==> src/hdl/ecrst_pkg.sv <==
package ecrst_pkg;
   localparam int unsigned CLK_MHZ = 100;
   // Reset pin glitch filter: low pulses up to this length are ignored.
   localparam int unsigned RST_FILT_NS = 400;
   localparam int unsigned RST_FILT_CYC = (RST_FILT_NS * CLK_MHZ) / 1000;
   // Host wait after a system reset before touching the PHY.
   localparam int unsigned PHY_WAIT_US = 50;
   localparam int unsigned PHY_WAIT_CYC = PHY_WAIT_US * CLK_MHZ;
   // Internal delay of a PHY software reset.
   localparam int unsigned PHY_RST_US = 10;
   localparam int unsigned PHY_RST_CYC = PHY_RST_US * CLK_MHZ;
   // Oscillator start-up timer.
   localparam int unsigned OST_US = 300;
   localparam int unsigned OST_CYC = OST_US * CLK_MHZ;
   localparam int unsigned CNT_W = 16;
   // Register addresses on the command port.
   localparam logic [1:0] ADDR_MAIN_CTRL = 2'h0;
   localparam logic [1:0] ADDR_PHY_CTRL = 2'h1;
   localparam logic [1:0] ADDR_STATUS = 2'h2;
   // Main control fields.
   localparam int unsigned MC_TX_RST = 7;
   localparam int unsigned MC_RX_RST = 6;
   localparam int unsigned MC_TX_REQ = 3;
   localparam int unsigned MC_RX_EN = 2;
   localparam logic [7:0] MC_RESET = 8'h00;
   // PHY control fields.
   localparam int unsigned PC_SOFT_RST = 15;
   localparam int unsigned PC_LOOPBACK = 14;
   localparam int unsigned PC_POWER_DOWN = 11;
   localparam int unsigned PC_DUPLEX = 8;
   localparam logic [15:0] PC_WMASK = 16'hc900;
   localparam logic [15:0] PC_RESET = 16'h0000;
   localparam int unsigned ST_CLK_READY = 0;
endpackage : ecrst_pkg

==> src/hdl/ecrst_if.sv <==
`timescale 1ns/10ps
`default_nettype none
interface ecrst_if;
   logic        reset_pin_n;
   logic        sys_reset_cmd;
   logic        wr;
   logic        rd;
   logic [1:0]  addr;
   logic [15:0] wdata;
   logic [15:0] rdata;
   logic        rvalid;
   modport device (input reset_pin_n, sys_reset_cmd, wr, rd, addr, wdata, output rdata, rvalid);
   modport host   (output reset_pin_n, sys_reset_cmd, wr, rd, addr, wdata, input rdata, rvalid);
endinterface : ecrst_if
`default_nettype wire

==> src/hdl/ecrst_device.sv <==
// Functional notes
// - Power-on loads every register default.
// - System reset by pin or command.
// - Filter short low pulses on reset pin.
// - Device never drives the reset pin.
// - Host waits 50 us before PHY access.
// - System reset restores registers, keeps buffer.
// - System reset includes transmit and receive resets.
// - Transmit reset aborts frame, clears request.
// - Transmit reset touches nothing else.
// - Host clears transmit reset bit itself.
// - Receive reset aborts frame, clears enable.
// - Receive reset touches nothing else.
// - Host clears receive reset bit itself.
// - PHY soft reset restores PHY defaults.
// - PHY reset bit reads one until done.
// - Host polls PHY reset bit before use.
// - Loopback returns data, disables twisted pair.
// - Power-down bit shuts PHY down.
// - Duplex bit selects mode, resets from strap.
// - Host writes zero to reserved bits.
// - Host waits for oscillator start-up; ecrst_host does not check clock ready and forwards accesses at once.
// - Clock ready set after start-up timer.
`timescale 1ns/10ps
`default_nettype none
module ecrst_device
   import ecrst_pkg::*;
(
   input  wire logic   i_clk,
   input  wire logic   i_rst_n,
   input  wire logic   i_second_led_strap_pin,
   input  wire logic   i_tx_frame_active,
   input  wire logic   i_rx_frame_active,
   ecrst_if.device     bus,
   output logic        o_sys_reset,
   output logic        o_tx_logic_reset,
   output logic        o_rx_logic_reset,
   output logic        o_tx_abort,
   output logic        o_rx_abort,
   output logic        o_phy_reset,
   output logic        o_phy_loopback,
   output logic        o_tp_disable,
   output logic        o_phy_power_down,
   output logic        o_phy_full_duplex,
   output logic        o_clock_ready_status
);
   // The reset pin is an input only; no drive path exists toward it.
   logic [1:0]  pin_sync_reg;
   logic [CNT_W-1:0] filt_cnt_reg;
   logic        sys_rst_reg;
   logic        sys_rst_sync_reg;
   logic [7:0]  main_ctrl_reg;
   logic [15:0] phy_ctrl_reg;
   logic [CNT_W-1:0] phy_cnt_reg;
   logic [CNT_W+4:0] ost_cnt_reg;
   logic        clk_ready_reg;
   logic [15:0] rdata_reg;
   logic        rvalid_reg;
   logic        tx_abort_reg;
   logic        rx_abort_reg;
   logic [1:0]  strap_sync_reg;
   logic        wr_main;
   logic        wr_phy;

   assign wr_main = bus.wr && bus.addr == ADDR_MAIN_CTRL;
   assign wr_phy  = bus.wr && bus.addr == ADDR_PHY_CTRL;

   function automatic logic [15:0] phy_default(input logic strap);
      logic [15:0] val;
      val = PC_RESET;
      val[PC_DUPLEX] = strap;
      return val;
   endfunction : phy_default

   always_ff @(posedge i_clk) begin
      if (!i_rst_n) begin
         pin_sync_reg <= 2'h3;
      end else begin
         pin_sync_reg <= {pin_sync_reg[0], bus.reset_pin_n};
      end
   end

   // Only lows longer than the filter window count as reset.
   always_ff @(posedge i_clk) begin
      if (!i_rst_n) begin
         filt_cnt_reg <= '0;
         sys_rst_reg  <= 1'b0;
      end else if (pin_sync_reg[1]) begin
         filt_cnt_reg <= '0;
         sys_rst_reg  <= bus.sys_reset_cmd;
      end else if (filt_cnt_reg > CNT_W'(RST_FILT_CYC)) begin
         sys_rst_reg  <= 1'b1;
      end else begin
         filt_cnt_reg <= filt_cnt_reg + 1'b1;
         sys_rst_reg  <= bus.sys_reset_cmd;
      end
   end

   // A registered stage lets every register leave reset on one edge.
   always_ff @(posedge i_clk) begin
      if (!i_rst_n) begin
         sys_rst_sync_reg <= 1'b1;
      end else begin
         sys_rst_sync_reg <= sys_rst_reg;
      end
   end

   // The strap is static in use, but it is a pin, so it still passes two flops.
   always_ff @(posedge i_clk) begin
      strap_sync_reg <= {strap_sync_reg[0], i_second_led_strap_pin};
   end

   // Main control; system reset restores it, the buffer has no reset.
   always_ff @(posedge i_clk) begin
      if (!i_rst_n || sys_rst_sync_reg) begin
         main_ctrl_reg <= MC_RESET;
      end else if (wr_main) begin
         main_ctrl_reg <= bus.wdata[7:0];
         if (bus.wdata[MC_TX_RST]) begin
            main_ctrl_reg[MC_TX_REQ] <= 1'b0;
         end
         if (bus.wdata[MC_RX_RST]) begin
            main_ctrl_reg[MC_RX_EN] <= 1'b0;
         end
      end else begin
         // Reset bits stay until the host clears them.
         if (main_ctrl_reg[MC_TX_RST]) begin
            main_ctrl_reg[MC_TX_REQ] <= 1'b0;
         end
         if (main_ctrl_reg[MC_RX_RST]) begin
            main_ctrl_reg[MC_RX_EN] <= 1'b0;
         end
      end
   end

   // PHY control and its soft reset timer.
   always_ff @(posedge i_clk) begin
      if (!i_rst_n || sys_rst_sync_reg) begin
         phy_ctrl_reg <= phy_default(strap_sync_reg[1]);
         phy_cnt_reg  <= '0;
      end else if (phy_ctrl_reg[PC_SOFT_RST]) begin
         if (phy_cnt_reg == CNT_W'(PHY_RST_CYC - 1)) begin
            phy_ctrl_reg <= phy_default(strap_sync_reg[1]);
            phy_cnt_reg  <= '0;
         end else begin
            phy_cnt_reg <= phy_cnt_reg + 1'b1;
         end
      end else if (wr_phy) begin
         phy_ctrl_reg <= bus.wdata & PC_WMASK;
      end
   end

   // Clock ready follows the start-up timer; only power-on clears it.
   always_ff @(posedge i_clk) begin
      if (!i_rst_n) begin
         ost_cnt_reg   <= '0;
         clk_ready_reg <= 1'b0;
      end else if (!clk_ready_reg) begin
         if (ost_cnt_reg == (CNT_W+5)'(OST_CYC - 1)) begin
            clk_ready_reg <= 1'b1;
         end else begin
            ost_cnt_reg <= ost_cnt_reg + 1'b1;
         end
      end
   end

   // Abort levels for frames in flight, held while the reset and the frame last.
   always_ff @(posedge i_clk) begin
      if (!i_rst_n) begin
         tx_abort_reg <= 1'b0;
         rx_abort_reg <= 1'b0;
      end else begin
         tx_abort_reg <= i_tx_frame_active && (sys_rst_sync_reg || main_ctrl_reg[MC_TX_RST]);
         rx_abort_reg <= i_rx_frame_active && (sys_rst_sync_reg || main_ctrl_reg[MC_RX_RST]);
      end
   end

   always_ff @(posedge i_clk) begin
      if (!i_rst_n) begin
         rdata_reg  <= '0;
         rvalid_reg <= 1'b0;
      end else begin
         rvalid_reg <= bus.rd;
         unique case (bus.addr)
            ADDR_MAIN_CTRL: rdata_reg <= {8'h00, main_ctrl_reg};
            ADDR_PHY_CTRL:  rdata_reg <= phy_ctrl_reg;
            ADDR_STATUS:    rdata_reg <= {15'h0000, clk_ready_reg};
            default:        rdata_reg <= '0;
         endcase
      end
   end

   assign bus.rdata  = rdata_reg;
   assign bus.rvalid = rvalid_reg;
   assign o_sys_reset = sys_rst_sync_reg;
   // Transmit and receive resets drive only their own logic.
   assign o_tx_logic_reset = main_ctrl_reg[MC_TX_RST] | sys_rst_sync_reg;
   assign o_rx_logic_reset = main_ctrl_reg[MC_RX_RST] | sys_rst_sync_reg;
   assign o_tx_abort = tx_abort_reg;
   assign o_rx_abort = rx_abort_reg;
   assign o_phy_reset = phy_ctrl_reg[PC_SOFT_RST];
   assign o_phy_loopback = phy_ctrl_reg[PC_LOOPBACK];
   assign o_tp_disable = phy_ctrl_reg[PC_LOOPBACK] | phy_ctrl_reg[PC_POWER_DOWN];
   assign o_phy_power_down = phy_ctrl_reg[PC_POWER_DOWN];
   assign o_phy_full_duplex = phy_ctrl_reg[PC_DUPLEX];
   assign o_clock_ready_status = clk_ready_reg;
endmodule : ecrst_device
`default_nettype wire

==> src/flat_wrapper.sv <==
// flat-port wrapper written by rule: the top's interface ports become plain ports
module ecrst_device_flat import ecrst_pkg::*;
  (i_clk, i_rst_n, i_second_led_strap_pin, i_tx_frame_active, i_rx_frame_active, o_sys_reset, o_tx_logic_reset, o_rx_logic_reset, o_tx_abort, o_rx_abort, o_phy_reset, o_phy_loopback, o_tp_disable, o_phy_power_down, o_phy_full_duplex, o_clock_ready_status, bus_reset_pin_n, bus_sys_reset_cmd, bus_wr, bus_rd, bus_addr, bus_wdata, bus_rdata, bus_rvalid);
  ecrst_if bus_i ();
  input  wire logic i_clk;
  input  wire logic i_rst_n;
  input  wire logic i_second_led_strap_pin;
  input  wire logic i_tx_frame_active;
  input  wire logic i_rx_frame_active;
  output logic o_sys_reset;
  output logic o_tx_logic_reset;
  output logic o_rx_logic_reset;
  output logic o_tx_abort;
  output logic o_rx_abort;
  output logic o_phy_reset;
  output logic o_phy_loopback;
  output logic o_tp_disable;
  output logic o_phy_power_down;
  output logic o_phy_full_duplex;
  output logic o_clock_ready_status;
  input wire logic [$bits(bus_i.reset_pin_n)-1:0] bus_reset_pin_n;
  input wire logic [$bits(bus_i.sys_reset_cmd)-1:0] bus_sys_reset_cmd;
  input wire logic [$bits(bus_i.wr)-1:0] bus_wr;
  input wire logic [$bits(bus_i.rd)-1:0] bus_rd;
  input wire logic [$bits(bus_i.addr)-1:0] bus_addr;
  input wire logic [$bits(bus_i.wdata)-1:0] bus_wdata;
  output wire logic [$bits(bus_i.rdata)-1:0] bus_rdata;
  output wire logic [$bits(bus_i.rvalid)-1:0] bus_rvalid;
  assign bus_i.reset_pin_n = bus_reset_pin_n;
  assign bus_i.sys_reset_cmd = bus_sys_reset_cmd;
  assign bus_i.wr = bus_wr;
  assign bus_i.rd = bus_rd;
  assign bus_i.addr = bus_addr;
  assign bus_i.wdata = bus_wdata;
  assign bus_rdata = bus_i.rdata;
  assign bus_rvalid = bus_i.rvalid;
  ecrst_device u_core (.i_clk(i_clk), .i_rst_n(i_rst_n), .i_second_led_strap_pin(i_second_led_strap_pin), .i_tx_frame_active(i_tx_frame_active), .i_rx_frame_active(i_rx_frame_active), .bus(bus_i), .o_sys_reset(o_sys_reset), .o_tx_logic_reset(o_tx_logic_reset), .o_rx_logic_reset(o_rx_logic_reset), .o_tx_abort(o_tx_abort), .o_rx_abort(o_rx_abort), .o_phy_reset(o_phy_reset), .o_phy_loopback(o_phy_loopback), .o_tp_disable(o_tp_disable), .o_phy_power_down(o_phy_power_down), .o_phy_full_duplex(o_phy_full_duplex), .o_clock_ready_status(o_clock_ready_status));
endmodule
==> config.mk <==
export PLATFORM = sky130hd
export DESIGN_NAME = ecrst_device_flat
export DESIGN_NICKNAME = d
export VERILOG_FILES = /design/src/hdl/ecrst_pkg.sv /design/src/hdl/ecrst_if.sv /design/src/hdl/ecrst_device.sv /design/src/flat_wrapper.sv
export SDC_FILE = /design/constraint.sdc
export NUM_CORES = 1
export LEC_CHECK = 0
export ABC_AREA = 1
export BUFFER_PORTS_ARGS = -buffer_cell sky130_fd_sc_hd__buf_2
export CAP_MARGIN = 10
export CORE_UTILIZATION = 53
export CTS_BUF_LIST = sky130_fd_sc_hd__clkbuf_8
export DETAILED_ROUTE_END_ITERATION = 8
export PLACE_DENSITY = 0.78
export SYNTH_ARGS = -nofsm -noshare
export SYNTH_HDL_FRONTEND = slang
export SYNTH_SLANG_ARGS = --single-unit
==> constraint.sdc <==
create_clock -name i_clk -period 1.65 [get_ports i_clk]
set_clock_uncertainty 0.1 [all_clocks]
set_input_delay 0.33 -clock i_clk [delete_from_list [all_inputs] [get_ports i_clk]]
set_output_delay 0.33 -clock i_clk [all_outputs]
set_load 0.05 [all_outputs]
==> results of run 1 <==
==> final cells by class <==
type | instances | area [um2] | area share
inverter | 63 | 236 | 0.0498
clock inverter | 5 | 86.3 | 0.0182
multi-input combinational | 368 | 1910 | 0.403
tap | 96 | 120 | 0.0253
clock buffer | 11 | 151 | 0.0319
sequential | 88 | 1780 | 0.375
timing repair buffer | 78 | 463 | 0.0974
==> cells in the mapped netlist (4+ instances only) <==
cell type,instances
nor3_1,13
o21ai_0,11
nand4_1,7
a21oi_2,8
nand3_1,36
ha_1,4
dfxtp_1,87
inv_1,62
nand2_1,124
xor2_1,15
a211oi_1,6
or2_2,4
a21oi_1,23
xnor2_1,7
nor2_1,85
clkbuf_1,8
==> where the power goes <==
part	leakage, nW	total (mW)	internal [mW]	switching, mW
Combinational	1.07	0.244	0.0779	0.166
Sequential	0.718	2.17	2.16	0.0170
Clock	0.120	1.71	0.946	0.768
==> critical path: cells and delay by family (launching register included) <==
kind | cells | cell delay, ns
buf+inv | 1 | 0.21
simple gates | 4 | 0.63
fa+ha+maj | 1 | 0.15
compound gates | 1 | 0.06
flops | 1 | 0.36
==> timing repair <==
action	CTS	global route
hold buffers	1	0
endpoints found under the setup margin	0	28
endpoints found under the hold margin	1	0
setup buffers	0	4
gates resized for setup	0	23
==> logic make-up (layout without fill, tap and decap cells) <==
logic type / Yosys count / after routing / share of synthesized area
fa+ha+maj: 4 / 4 / 0.0128
compound gates: 52 / 52 / 0.0796
xor+xnor: 22 / 22 / 0.0494
buf+inv: 77 / 157 / 0.0819
other cells: 1 / 1 / 0.000962
flops: 88 / 88 / 0.455
simple gates: 286 / 289 / 0.321
==> routing by layer <==
layer	track usage	part of all wire	up-vias
li1	-	-	1832
met1	0.280	0.46	1646
met2	0.372	0.46	115
met3	0.0368	0.057	19
met4	0.0954	0.021	0
met5	0	0	-
==> path summary, 6_finish.rpt <==
check | end | slack, ns | cells after the start
setup / recovery | u_core.ost_cnt_reg[2]$_SDFFE_PN0P_ | 0.04 | 7
setup reg to reg | u_core.ost_cnt_reg[2]$_SDFFE_PN0P_ | 0.04 | 7
hold / removal | u_core.bus.rvalid$_SDFF_PN0_ | 0.05 | 3
hold reg to reg | u_core.strap_sync_reg[1]$_DFF_P_ | 0.23 | 0
==> results.sh, run 1 <==
export IMPL_h_tree_depth=3
export IMPL_route_vias_total=3612
export IMPL_synth_top_area_share=0.447
export IMPL_leakage_nw=1.91
export IMPL_worstSetupPathType="reg -> reg"
export IMPL_whs_ns=0.0479
export IMPL_initial_core_util=0.561
export IMPL_synthDistinctLibCells=33
export IMPL_final_cell_mix="nand2_1 (119), nor2_1 (82), dfxtp_1 (80)"
export IMPL_hold_violations=0
export IMPL_grt_use_total=0.221
export IMPL_detailed_place_hpwl_um=6140
export IMPL_dieArea_um2=7700
export IMPL_fin_util=0.684
export IMPL_grt_pass1_vias=3104
export IMPL_worst_slew_pin_slew_ns=0.624
export IMPL_path_cells="ha_4, nand3_4, nor3_4, nand3_4, buf_4, nand3_1, a21oi_1"
export IMPL_hold_class="in -> reg"
export IMPL_antennaDiodeCount=0
export IMPL_netlist_area_um2=3900
export IMPL_place_area_um2=4370
export IMPL_crit_path_end_kind="flop"
export IMPL_worst_slack_ns=0.0385
export IMPL_layout_commonest_cell="nand2_1"
export IMPL_core_area_um2=6940
export IMPL_final_cells=709
export IMPL_die_y_um=87.8
export IMPL_avgSynthCellArea_um2=7.35
export IMPL_grt_overflow=0
export IMPL_startpoint="u_core.ost_cnt_reg[1]$_SDFFE_PN0P_"
export IMPL_gp_congestion=0.966
export IMPL_dp_slack_ns=0.0257
export IMPL_num_rows=30
export IMPL_die_w_um=87.8
export IMPL_tns_ns=0
export IMPL_cts_root_buf="clkbuf_8"
export IMPL_crit_top_cell="nand3_4"
export IMPL_via_per_inst=5.09
export IMPL_period_share=0.977
export IMPL_firstDrtPassIters=4
export IMPL_cpMaxStageDelayCell="dfxtp_2"
export IMPL_antenna_left=0
export IMPL_netlist_instances=530
export IMPL_ys_ff_latch=88
export IMPL_routed_wl_um=8750
export IMPL_r2r_start="u_core.ost_cnt_reg[1]$_SDFFE_PN0P_"
export IMPL_drive_above_1_share=0.228
export IMPL_place_inst=685
export IMPL_critPathMaxStageDelay_ns=0.36
export IMPL_cts_buffers_inserted=9
export IMPL_synth_area_leaders="dfxtp_1 (45%), nand2_1 (12%), nor2_1 (8.2%)"
export IMPL_drtIter0Drc=172
export IMPL_slew_violations=0
export IMPL_peakVddDrop_mv=0.377
export IMPL_cap_violations=0
export IMPL_start_kind="flop"
export IMPL_rsz0062_at_grt="true"
export IMPL_grt_max_degree=20
export IMPL_crit_required_ns=1.79
export IMPL_wire_per_inst_um=12.3
export IMPL_final_net_count=639
export IMPL_cts_sinks=88
export IMPL_yosysTopAreaCell="dfxtp_1"
export IMPL_async_flop_share=0
export IMPL_synthesis_nets=561
export IMPL_design_area_um2=4750
export IMPL_grt_pass1_wl_um=13400
export IMPL_max_slew_margin=0.583
export IMPL_largest_reg_flops=21
export IMPL_yosysWarnings=0
export IMPL_cts_tree="yes"
export IMPL_fill_cells=576
export IMPL_max_freq_mhz=621
export IMPL_power_total_mw=4.13
export IMPL_critPathArrivalTime_ns=1.75
export IMPL_outcome="completed"
export IMPL_ios=55
export IMPL_worstHoldStart="bus_rd"
export IMPL_clk_pin_slew_ns=0.09
export IMPL_synth_edf_count=1
export IMPL_setup_viol=0
export IMPL_syn_to_final_growth_pct=21.9
export IMPL_drc_errors=0
export IMPL_ys_flop_type="dfxtp_1"
export IMPL_seq_area_frac_synth=0.455
export IMPL_clk_latency_ns=0.36
export IMPL_worstPathMaxFanout=6
export IMPL_cts_buffer_depth=2
export IMPL_powerDensity_nw_per_um2=869
export IMPL_post_route_min_period_ns=1.61
export IMPL_antenna_found_initial=0
export IMPL_port_buffers=50
(Power assumes the default switching activity.)
==> run 2: changes to the inputs <==
--- a/config.mk
+++ b/config.mk
@@ -5,7 +5,6 @@
 export SDC_FILE = /design/constraint.sdc
 export NUM_CORES = 1
 export LEC_CHECK = 0
-export ABC_AREA = 1
 export BUFFER_PORTS_ARGS = -buffer_cell sky130_fd_sc_hd__buf_2
 export CAP_MARGIN = 10
 export CORE_UTILIZATION = 53
==> results.sh, run 2 <==
export IMPL_hold_violations=0
export IMPL_path_cells="or4_4, nor4_4, o21ai_2, or4_4, nand2_2"
export IMPL_core_area_um2=6350
export IMPL_seq_area_frac_synth=0.507
export IMPL_wire_per_inst_um=13.0
export IMPL_final_cell_mix="dfxtp_1 (73), buf_4 (49), buf_2 (48)"
export IMPL_synth_top_area_share=0.499
export IMPL_start_kind="flop"
export IMPL_worstPathMaxFanout=4
export IMPL_worstSetupPathType="reg -> reg"
export IMPL_final_net_count=498
export IMPL_drive_above_1_share=0.358
export IMPL_use_met1=0.248
export IMPL_crit_top_cell="or4_4"
export IMPL_yosysTopAreaCell="dfxtp_1"
export IMPL_worst_slack_ns=-0.259
export IMPL_clk_pin_slew_ns=0.09
export IMPL_clk_latency_ns=0.36
export IMPL_cts_tree="yes"
export IMPL_drtIter0Drc=66
export IMPL_dp_slack_ns=-0.297
export IMPL_die_w_um=83.2
export IMPL_drc_errors=0
export IMPL_num_rows=29
export IMPL_worst_slew_pin_slew_ns=0.521
export IMPL_ios=55
export IMPL_netlist_area_um2=3490
export IMPL_grt_overflow=0
export IMPL_critPathMaxStageDelay_ns=0.53
export IMPL_reg2reg_setup_slack_ns=-0.26
export IMPL_h_tree_depth=3
export IMPL_synthesis_nets=395
export IMPL_die_y_um=83.2
export IMPL_antenna_left=0
export IMPL_worstHoldStart="bus_reset_pin_n"
export IMPL_hold_class="in -> reg"
export IMPL_grt_use_total=0.211
export IMPL_outcome="finished with violations"
export IMPL_initial_core_util=0.550
export IMPL_leakage_nw=1.93
export IMPL_crit_path_end_kind="flop"
export IMPL_netlist_instances=364
export IMPL_max_freq_mhz=524
export IMPL_crit_required_ns=1.85
export IMPL_holdPathEnd="u_core.pin_sync_reg[0]$_SDFF_PN1_"
export IMPL_cap_violations=0
export IMPL_synth_edf_count=1
export IMPL_powerDensity_nw_per_um2=888
export IMPL_yosysWarnings=0
export IMPL_synth_area_leaders="dfxtp_1 (50%), and2_1 (6.1%), xnor2_1 (4.8%)"
export IMPL_routed_wl_um=7160
export IMPL_cts_buffers_inserted=9
export IMPL_crit_family="simple AND/OR/NAND/NOR gates"
export IMPL_firstDrtPassIters=4
export IMPL_r2r_end="u_core.filt_cnt_reg[4]$_SDFFE_PP0P_"
export IMPL_synthDistinctLibCells=50
export IMPL_grt_pass1_wl_um=11600
export IMPL_met3_usage=0.0507
export IMPL_whs_path_depth=2
export IMPL_critPathArrivalTime_ns=2.11
export IMPL_peakVddDrop_mv=0.694
export IMPL_port_buffers=50
export IMPL_antenna_found_initial=0
export IMPL_cts_root_buf="clkbuf_8"
export IMPL_async_flop_share=0
export IMPL_slew_violations=0
export IMPL_tns_ns=-6.55
export IMPL_timing_critical_path_buf_inv=0
export IMPL_route_vias_total=2775
export IMPL_grt_max_degree=32
export IMPL_cts_sinks=88
export IMPL_post_route_min_period_ns=1.91
export IMPL_ys_ff_latch=88
export IMPL_yosysMostFrequentCell="dfxtp_1"
export IMPL_violations="negative setup slack"
export IMPL_grt_pass1_vias=2657
export IMPL_ys_flop_type="dfxtp_1"
export IMPL_period_share=1.16
export IMPL_dieArea_um2=6920
export IMPL_cts_buffer_depth=2
export IMPL_r2r_start="u_core.filt_cnt_reg[9]$_SDFFE_PP0P_"
export IMPL_largest_reg_flops=21
export IMPL_cpMaxStageDelayCell="or4_4"
export IMPL_reg2regPathDepth=5
export IMPL_use_met2=0.364
export IMPL_top_usage_layer="met2"
export IMPL_startpoint="u_core.filt_cnt_reg[9]$_SDFFE_PP0P_"
export IMPL_setup_viol=39
export IMPL_max_slew_margin=0.652
export IMPL_gp_congestion=0.793
export IMPL_yosys_top_cells_count="dfxtp_1 (87), nor2_1 (38), and2_1 (34), nand2_1 (31), xnor2_1 (19)"
export IMPL_antennaDiodeCount=0
export IMPL_fin_util=0.728
export IMPL_syn_to_final_growth_pct=32.3
export IMPL_detailed_place_hpwl_um=4770
export IMPL_via_per_inst=5.05
export IMPL_rsz0062_at_grt="true"
export IMPL_layout_commonest_cell="dfxtp_1"
export IMPL_avgSynthCellArea_um2=9.60
==> run 2: cell count changes in the layout (fill, tap and decap cells not counted), moves of 17 or more <==
cell and delta:
nor2_1 -45, buf_4 +22, and2_1 +33, a21oi_1 -17, nand2_1 -89, nand3_1 -27
inv_1 -52
==> run 2: layer usage <==
layer	wire length, um	vias to the layer above
li1	-	1422
met1	3160	1286
met2	3560	54
met3	291	13
met4	150	0
met5	0	-
==> run 2: what timing repair did <==
action                                 CTS  global route
pin swaps                               16            20
setup buffers                            5             1
setup endpoints to repair               46            50
resized for setup                       24            16
hold buffers                             1             0
endpoints found under the hold margin    1             0
==> run 2: area by class of cell <==
class / instances / area, um2
timing repair buffer: 104 / 686
clock inverter: 5 / 78.8
tap: 77 / 96.3
multi-input combinational: 255 / 1790
sequential: 88 / 1790
clock buffer: 11 / 151
inverter: 9 / 33.8
fill: 455 / 1730
==> run 2: how the worst max path moves through the flow <==
stage / endpoint / slack (ns) / cells after the start
after floorplan: u_core.phy_ctrl_reg[8]$_DFFE_PP_ / -0.39 / 5
after global placement: u_core.phy_ctrl_reg[8]$_DFFE_PP_ / -0.27 / 5
after detailed placement: u_core.phy_ctrl_reg[8]$_DFFE_PP_ / -0.30 / 5
after CTS: u_core.phy_ctrl_reg[8]$_DFFE_PP_ / -0.29 / 5
after global routing: u_core.phy_ctrl_reg[8]$_DFFE_PP_ / -0.35 / 6
final: u_core.filt_cnt_reg[4]$_SDFFE_PP0P_ / -0.26 / 5
==> run 2: cells by family after synthesis <==
group           Yosys count  synth area share
mux                       9            0.0258
xor+xnor                 34            0.0852
simple gates            183             0.291
fa+ha+maj                 4            0.0143
flops                    88             0.507
buf+inv                  21            0.0279
other cells               1           0.00107
compound gates           24            0.0473
==> run 2: report_power, final <==
group | internal, mW | switching, mW | leakage [nW] | total (mW)
Clock | 0.933 | 0.751 | 0.119 | 1.68
Combinational | 0.0985 | 0.151 | 1.09 | 0.249
Sequential | 2.15 | 0.0167 | 0.721 | 2.17
Total | 3.18 | 0.918 | 1.93 | 4.10
==> run 2: through the flow <==
stage               hold WS [ns]  cells  power (mW)  cell area [um2]
floorplan                  0.210    364        2.37             3560
global placement           0.215    528        2.45             4210
detailed placement         0.228    528        2.45             4210
CTS                       0.0411    549        4.13             4570
global route              0.0492    549        4.23             4620
finish                    0.0533    549        4.10             4620
==> run 3: changes to the inputs <==
--- a/config.mk
+++ b/config.mk
@@ -7,10 +7,13 @@
 export LEC_CHECK = 0
 export BUFFER_PORTS_ARGS = -buffer_cell sky130_fd_sc_hd__buf_2
 export CAP_MARGIN = 10
-export CORE_UTILIZATION = 53
+export CELL_PAD_IN_SITES_DETAIL_PLACEMENT = 1
+export CELL_PAD_IN_SITES_GLOBAL_PLACEMENT = 1
+export CORE_UTILIZATION = 40
 export CTS_BUF_LIST = sky130_fd_sc_hd__clkbuf_8
 export DETAILED_ROUTE_END_ITERATION = 8
-export PLACE_DENSITY = 0.78
+export PLACE_DENSITY_LB_ADDON = 0.1
+export SLEW_MARGIN = 10
 export SYNTH_ARGS = -nofsm -noshare
 export SYNTH_HDL_FRONTEND = slang
 export SYNTH_SLANG_ARGS = --single-unit
==> results.sh, run 3 (synthesized netlist as in run 2, its figures left out) <==
export IMPL_outcome="finished with violations"
export IMPL_violations="negative setup slack"
export IMPL_port_buffers=50
export IMPL_antenna_left=0
export IMPL_grt_pass1_wl_um=13400
export IMPL_drive_above_1_share=0.363
export IMPL_grt_overflow=0
export IMPL_worstSetupPathType="reg -> reg"
export IMPL_largest_reg_flops=21
export IMPL_period_share=1.19
export IMPL_reg2regPathDepth=5
export IMPL_start_kind="flop"
export IMPL_crit_path_end_kind="flop"
export IMPL_hold_class="in -> reg"
export IMPL_max_slew_margin=0.631
export IMPL_holdPathEnd="u_core.pin_sync_reg[0]$_SDFF_PN1_"
export IMPL_worstHoldStart="bus_reset_pin_n"
export IMPL_max_freq_mhz=509
export IMPL_grt_max_degree=32
export IMPL_cts_root_buf="clkbuf_8"
export IMPL_place_inst=560
export IMPL_dieArea_um2=9110
export IMPL_detailed_place_hpwl_um=5950
export IMPL_syn_to_final_growth_pct=33.7
export IMPL_setup_viol=40
export IMPL_clk_latency_ns=0.35
export IMPL_layout_commonest_cell="dfxtp_1"
export IMPL_antenna_found_initial=0
export IMPL_final_cells=584
export IMPL_cts_buffer_depth=2
export IMPL_use_met2=0.342
export IMPL_r2r_start="u_core.phy_cnt_reg[15]$_SDFFE_PP0P_"
export IMPL_routed_wl_um=8330
export IMPL_cts_buffers_inserted=9
export IMPL_grt_use_total=0.192
export IMPL_r2r_end="u_core.phy_ctrl_reg[8]$_DFFE_PP_"
export IMPL_whs_ns=0.0520
export IMPL_cts_tree="yes"
export IMPL_tns_ns=-7.20
export IMPL_reg2reg_setup_slack_ns=-0.32
export IMPL_path_cells="or4_4, nor4b_2, nand3_1, o21ai_4, nand2b_4"
export IMPL_top_usage_layer="met2"
export IMPL_use_met1=0.221
export IMPL_worstPathMaxFanout=3
export IMPL_leakage_nw=1.94
export IMPL_hold_violations=0
export IMPL_route_vias_total=2853
export IMPL_final_cell_mix="dfxtp_1 (74), buf_4 (53), buf_2 (47)"
export IMPL_cts_sinks=88
export IMPL_firstDrtPassIters=4
export IMPL_cap_violations=0
export IMPL_place_area_um2=4270
export IMPL_gp_congestion=0.804
export IMPL_num_rows=33
export IMPL_ios=55
export IMPL_grt_pass1_vias=2959
export IMPL_slew_violations=0
export IMPL_h_tree_depth=3
export IMPL_cpMaxStageDelayCell="or4_4"
export IMPL_die_y_um=95.5
export IMPL_critPathArrivalTime_ns=1.94
export IMPL_met3_usage=0.0399
export IMPL_initial_core_util=0.419
export IMPL_worst_slack_ns=-0.315
export IMPL_post_route_min_period_ns=1.97
export IMPL_via_per_inst=4.89
export IMPL_drc_errors=0
export IMPL_critPathMaxStageDelay_ns=0.53
export IMPL_powerDensity_nw_per_um2=809
export IMPL_fin_util=0.560
export IMPL_design_area_um2=4670
export IMPL_fill_cells=982
export IMPL_wire_per_inst_um=14.3
export IMPL_antennaDiodeCount=0
export IMPL_crit_required_ns=1.63
export IMPL_clk_pin_slew_ns=0.09
export IMPL_peakVddDrop_mv=0.414
export IMPL_drtIter0Drc=77
export IMPL_rsz0062_at_grt="true"
export IMPL_worst_slew_pin_slew_ns=0.552
export IMPL_whs_path_depth=2
export IMPL_die_w_um=95.5
export IMPL_final_net_count=506
export IMPL_core_area_um2=8340
## run 3: cell types whose count changed in the layout (fill, tap and decap cells not counted), sizes merged
cell      previous run  this run
clkinv               3         1
clkinvlp             0         3
inv                  9        11
clkbuf              11         9
bufinv               2         0
buf                103       111
## run 3: worst max path at each step
| stage | startpoint | endpoint | slack (ns) | cells after the start |
|---|---|---|---|---|
| after global placement | u_core.phy_cnt_reg[15]$_SDFFE_PP0P_ | u_core.phy_ctrl_reg[8]$_DFFE_PP_ | -0.30 | 5 |
| after global routing | u_core.phy_cnt_reg[15]$_SDFFE_PP0P_ | u_core.phy_ctrl_reg[8]$_DFFE_PP_ | -0.35 | 5 |
| after detailed placement | u_core.phy_cnt_reg[15]$_SDFFE_PP0P_ | u_core.phy_ctrl_reg[8]$_DFFE_PP_ | -0.34 | 5 |
| after CTS | u_core.phy_cnt_reg[15]$_SDFFE_PP0P_ | u_core.phy_ctrl_reg[8]$_DFFE_PP_ | -0.31 | 5 |
| final | u_core.phy_cnt_reg[15]$_SDFFE_PP0P_ | u_core.phy_ctrl_reg[8]$_DFFE_PP_ | -0.32 | 5 |
| after floorplan | u_core.phy_cnt_reg[13]$_SDFFE_PP0P_ | u_core.phy_ctrl_reg[8]$_DFFE_PP_ | -0.39 | 5 |
## run 3: cell type report
type / instances / area (um2) / share of cell area
Sequential cell: 88 / 1790 / 0.383
Multi-Input combinational cell: 255 / 1780 / 0.381
Timing Repair Buffer: 112 / 767 / 0.164
Tap cell: 105 / 131 / 0.0281
Clock buffer: 9 / 124 / 0.0265
Clock inverter: 6 / 45.0 / 0.00964
Inverter: 9 / 33.8 / 0.00723
## run 3: timing repair
item | in CTS | in global routing
buffers inserted | 7 | 2
endpoints found under the hold margin | 1 | 0
resized for setup | 23 | 23
pin swaps | 22 | 17
endpoints found under the setup margin | 50 | 52
hold buffers | 1 | 0
## run 3: power by group
| group | internal [mW] | switching [mW] |
|---|---|---|
| Combinational | 0.110 | 0.159 |
| Clock | 0.547 | 0.793 |
| Sequential | 2.15 | 0.0173 |
| Total | 2.81 | 0.970 |
## run 3: worst max-delay path, delay by kind of cell (launching register included)
family          cells  cell delay, ns
compound gates      1            0.19
flops               1            0.33
simple gates        4            1.07
## run 3: routing by layer
metal | vias up | part of all wire
met3 | 14 | 0.040
li1 | 1436 | -
met2 | 59 | 0.49
met4 | 0 | 0.018
met1 | 1344 | 0.45
met5 | - | 0
## run 3: through the flow
| stage | total power, mW | setup slack, ns |
|---|---|---|
| global placement | 2.45 | -0.296 |
| floorplan | 2.37 | -0.392 |
| global route | 3.94 | -0.354 |
| detailed placement | 2.46 | -0.342 |
| finish | 3.78 | -0.315 |
| CTS | 3.83 | -0.314 |
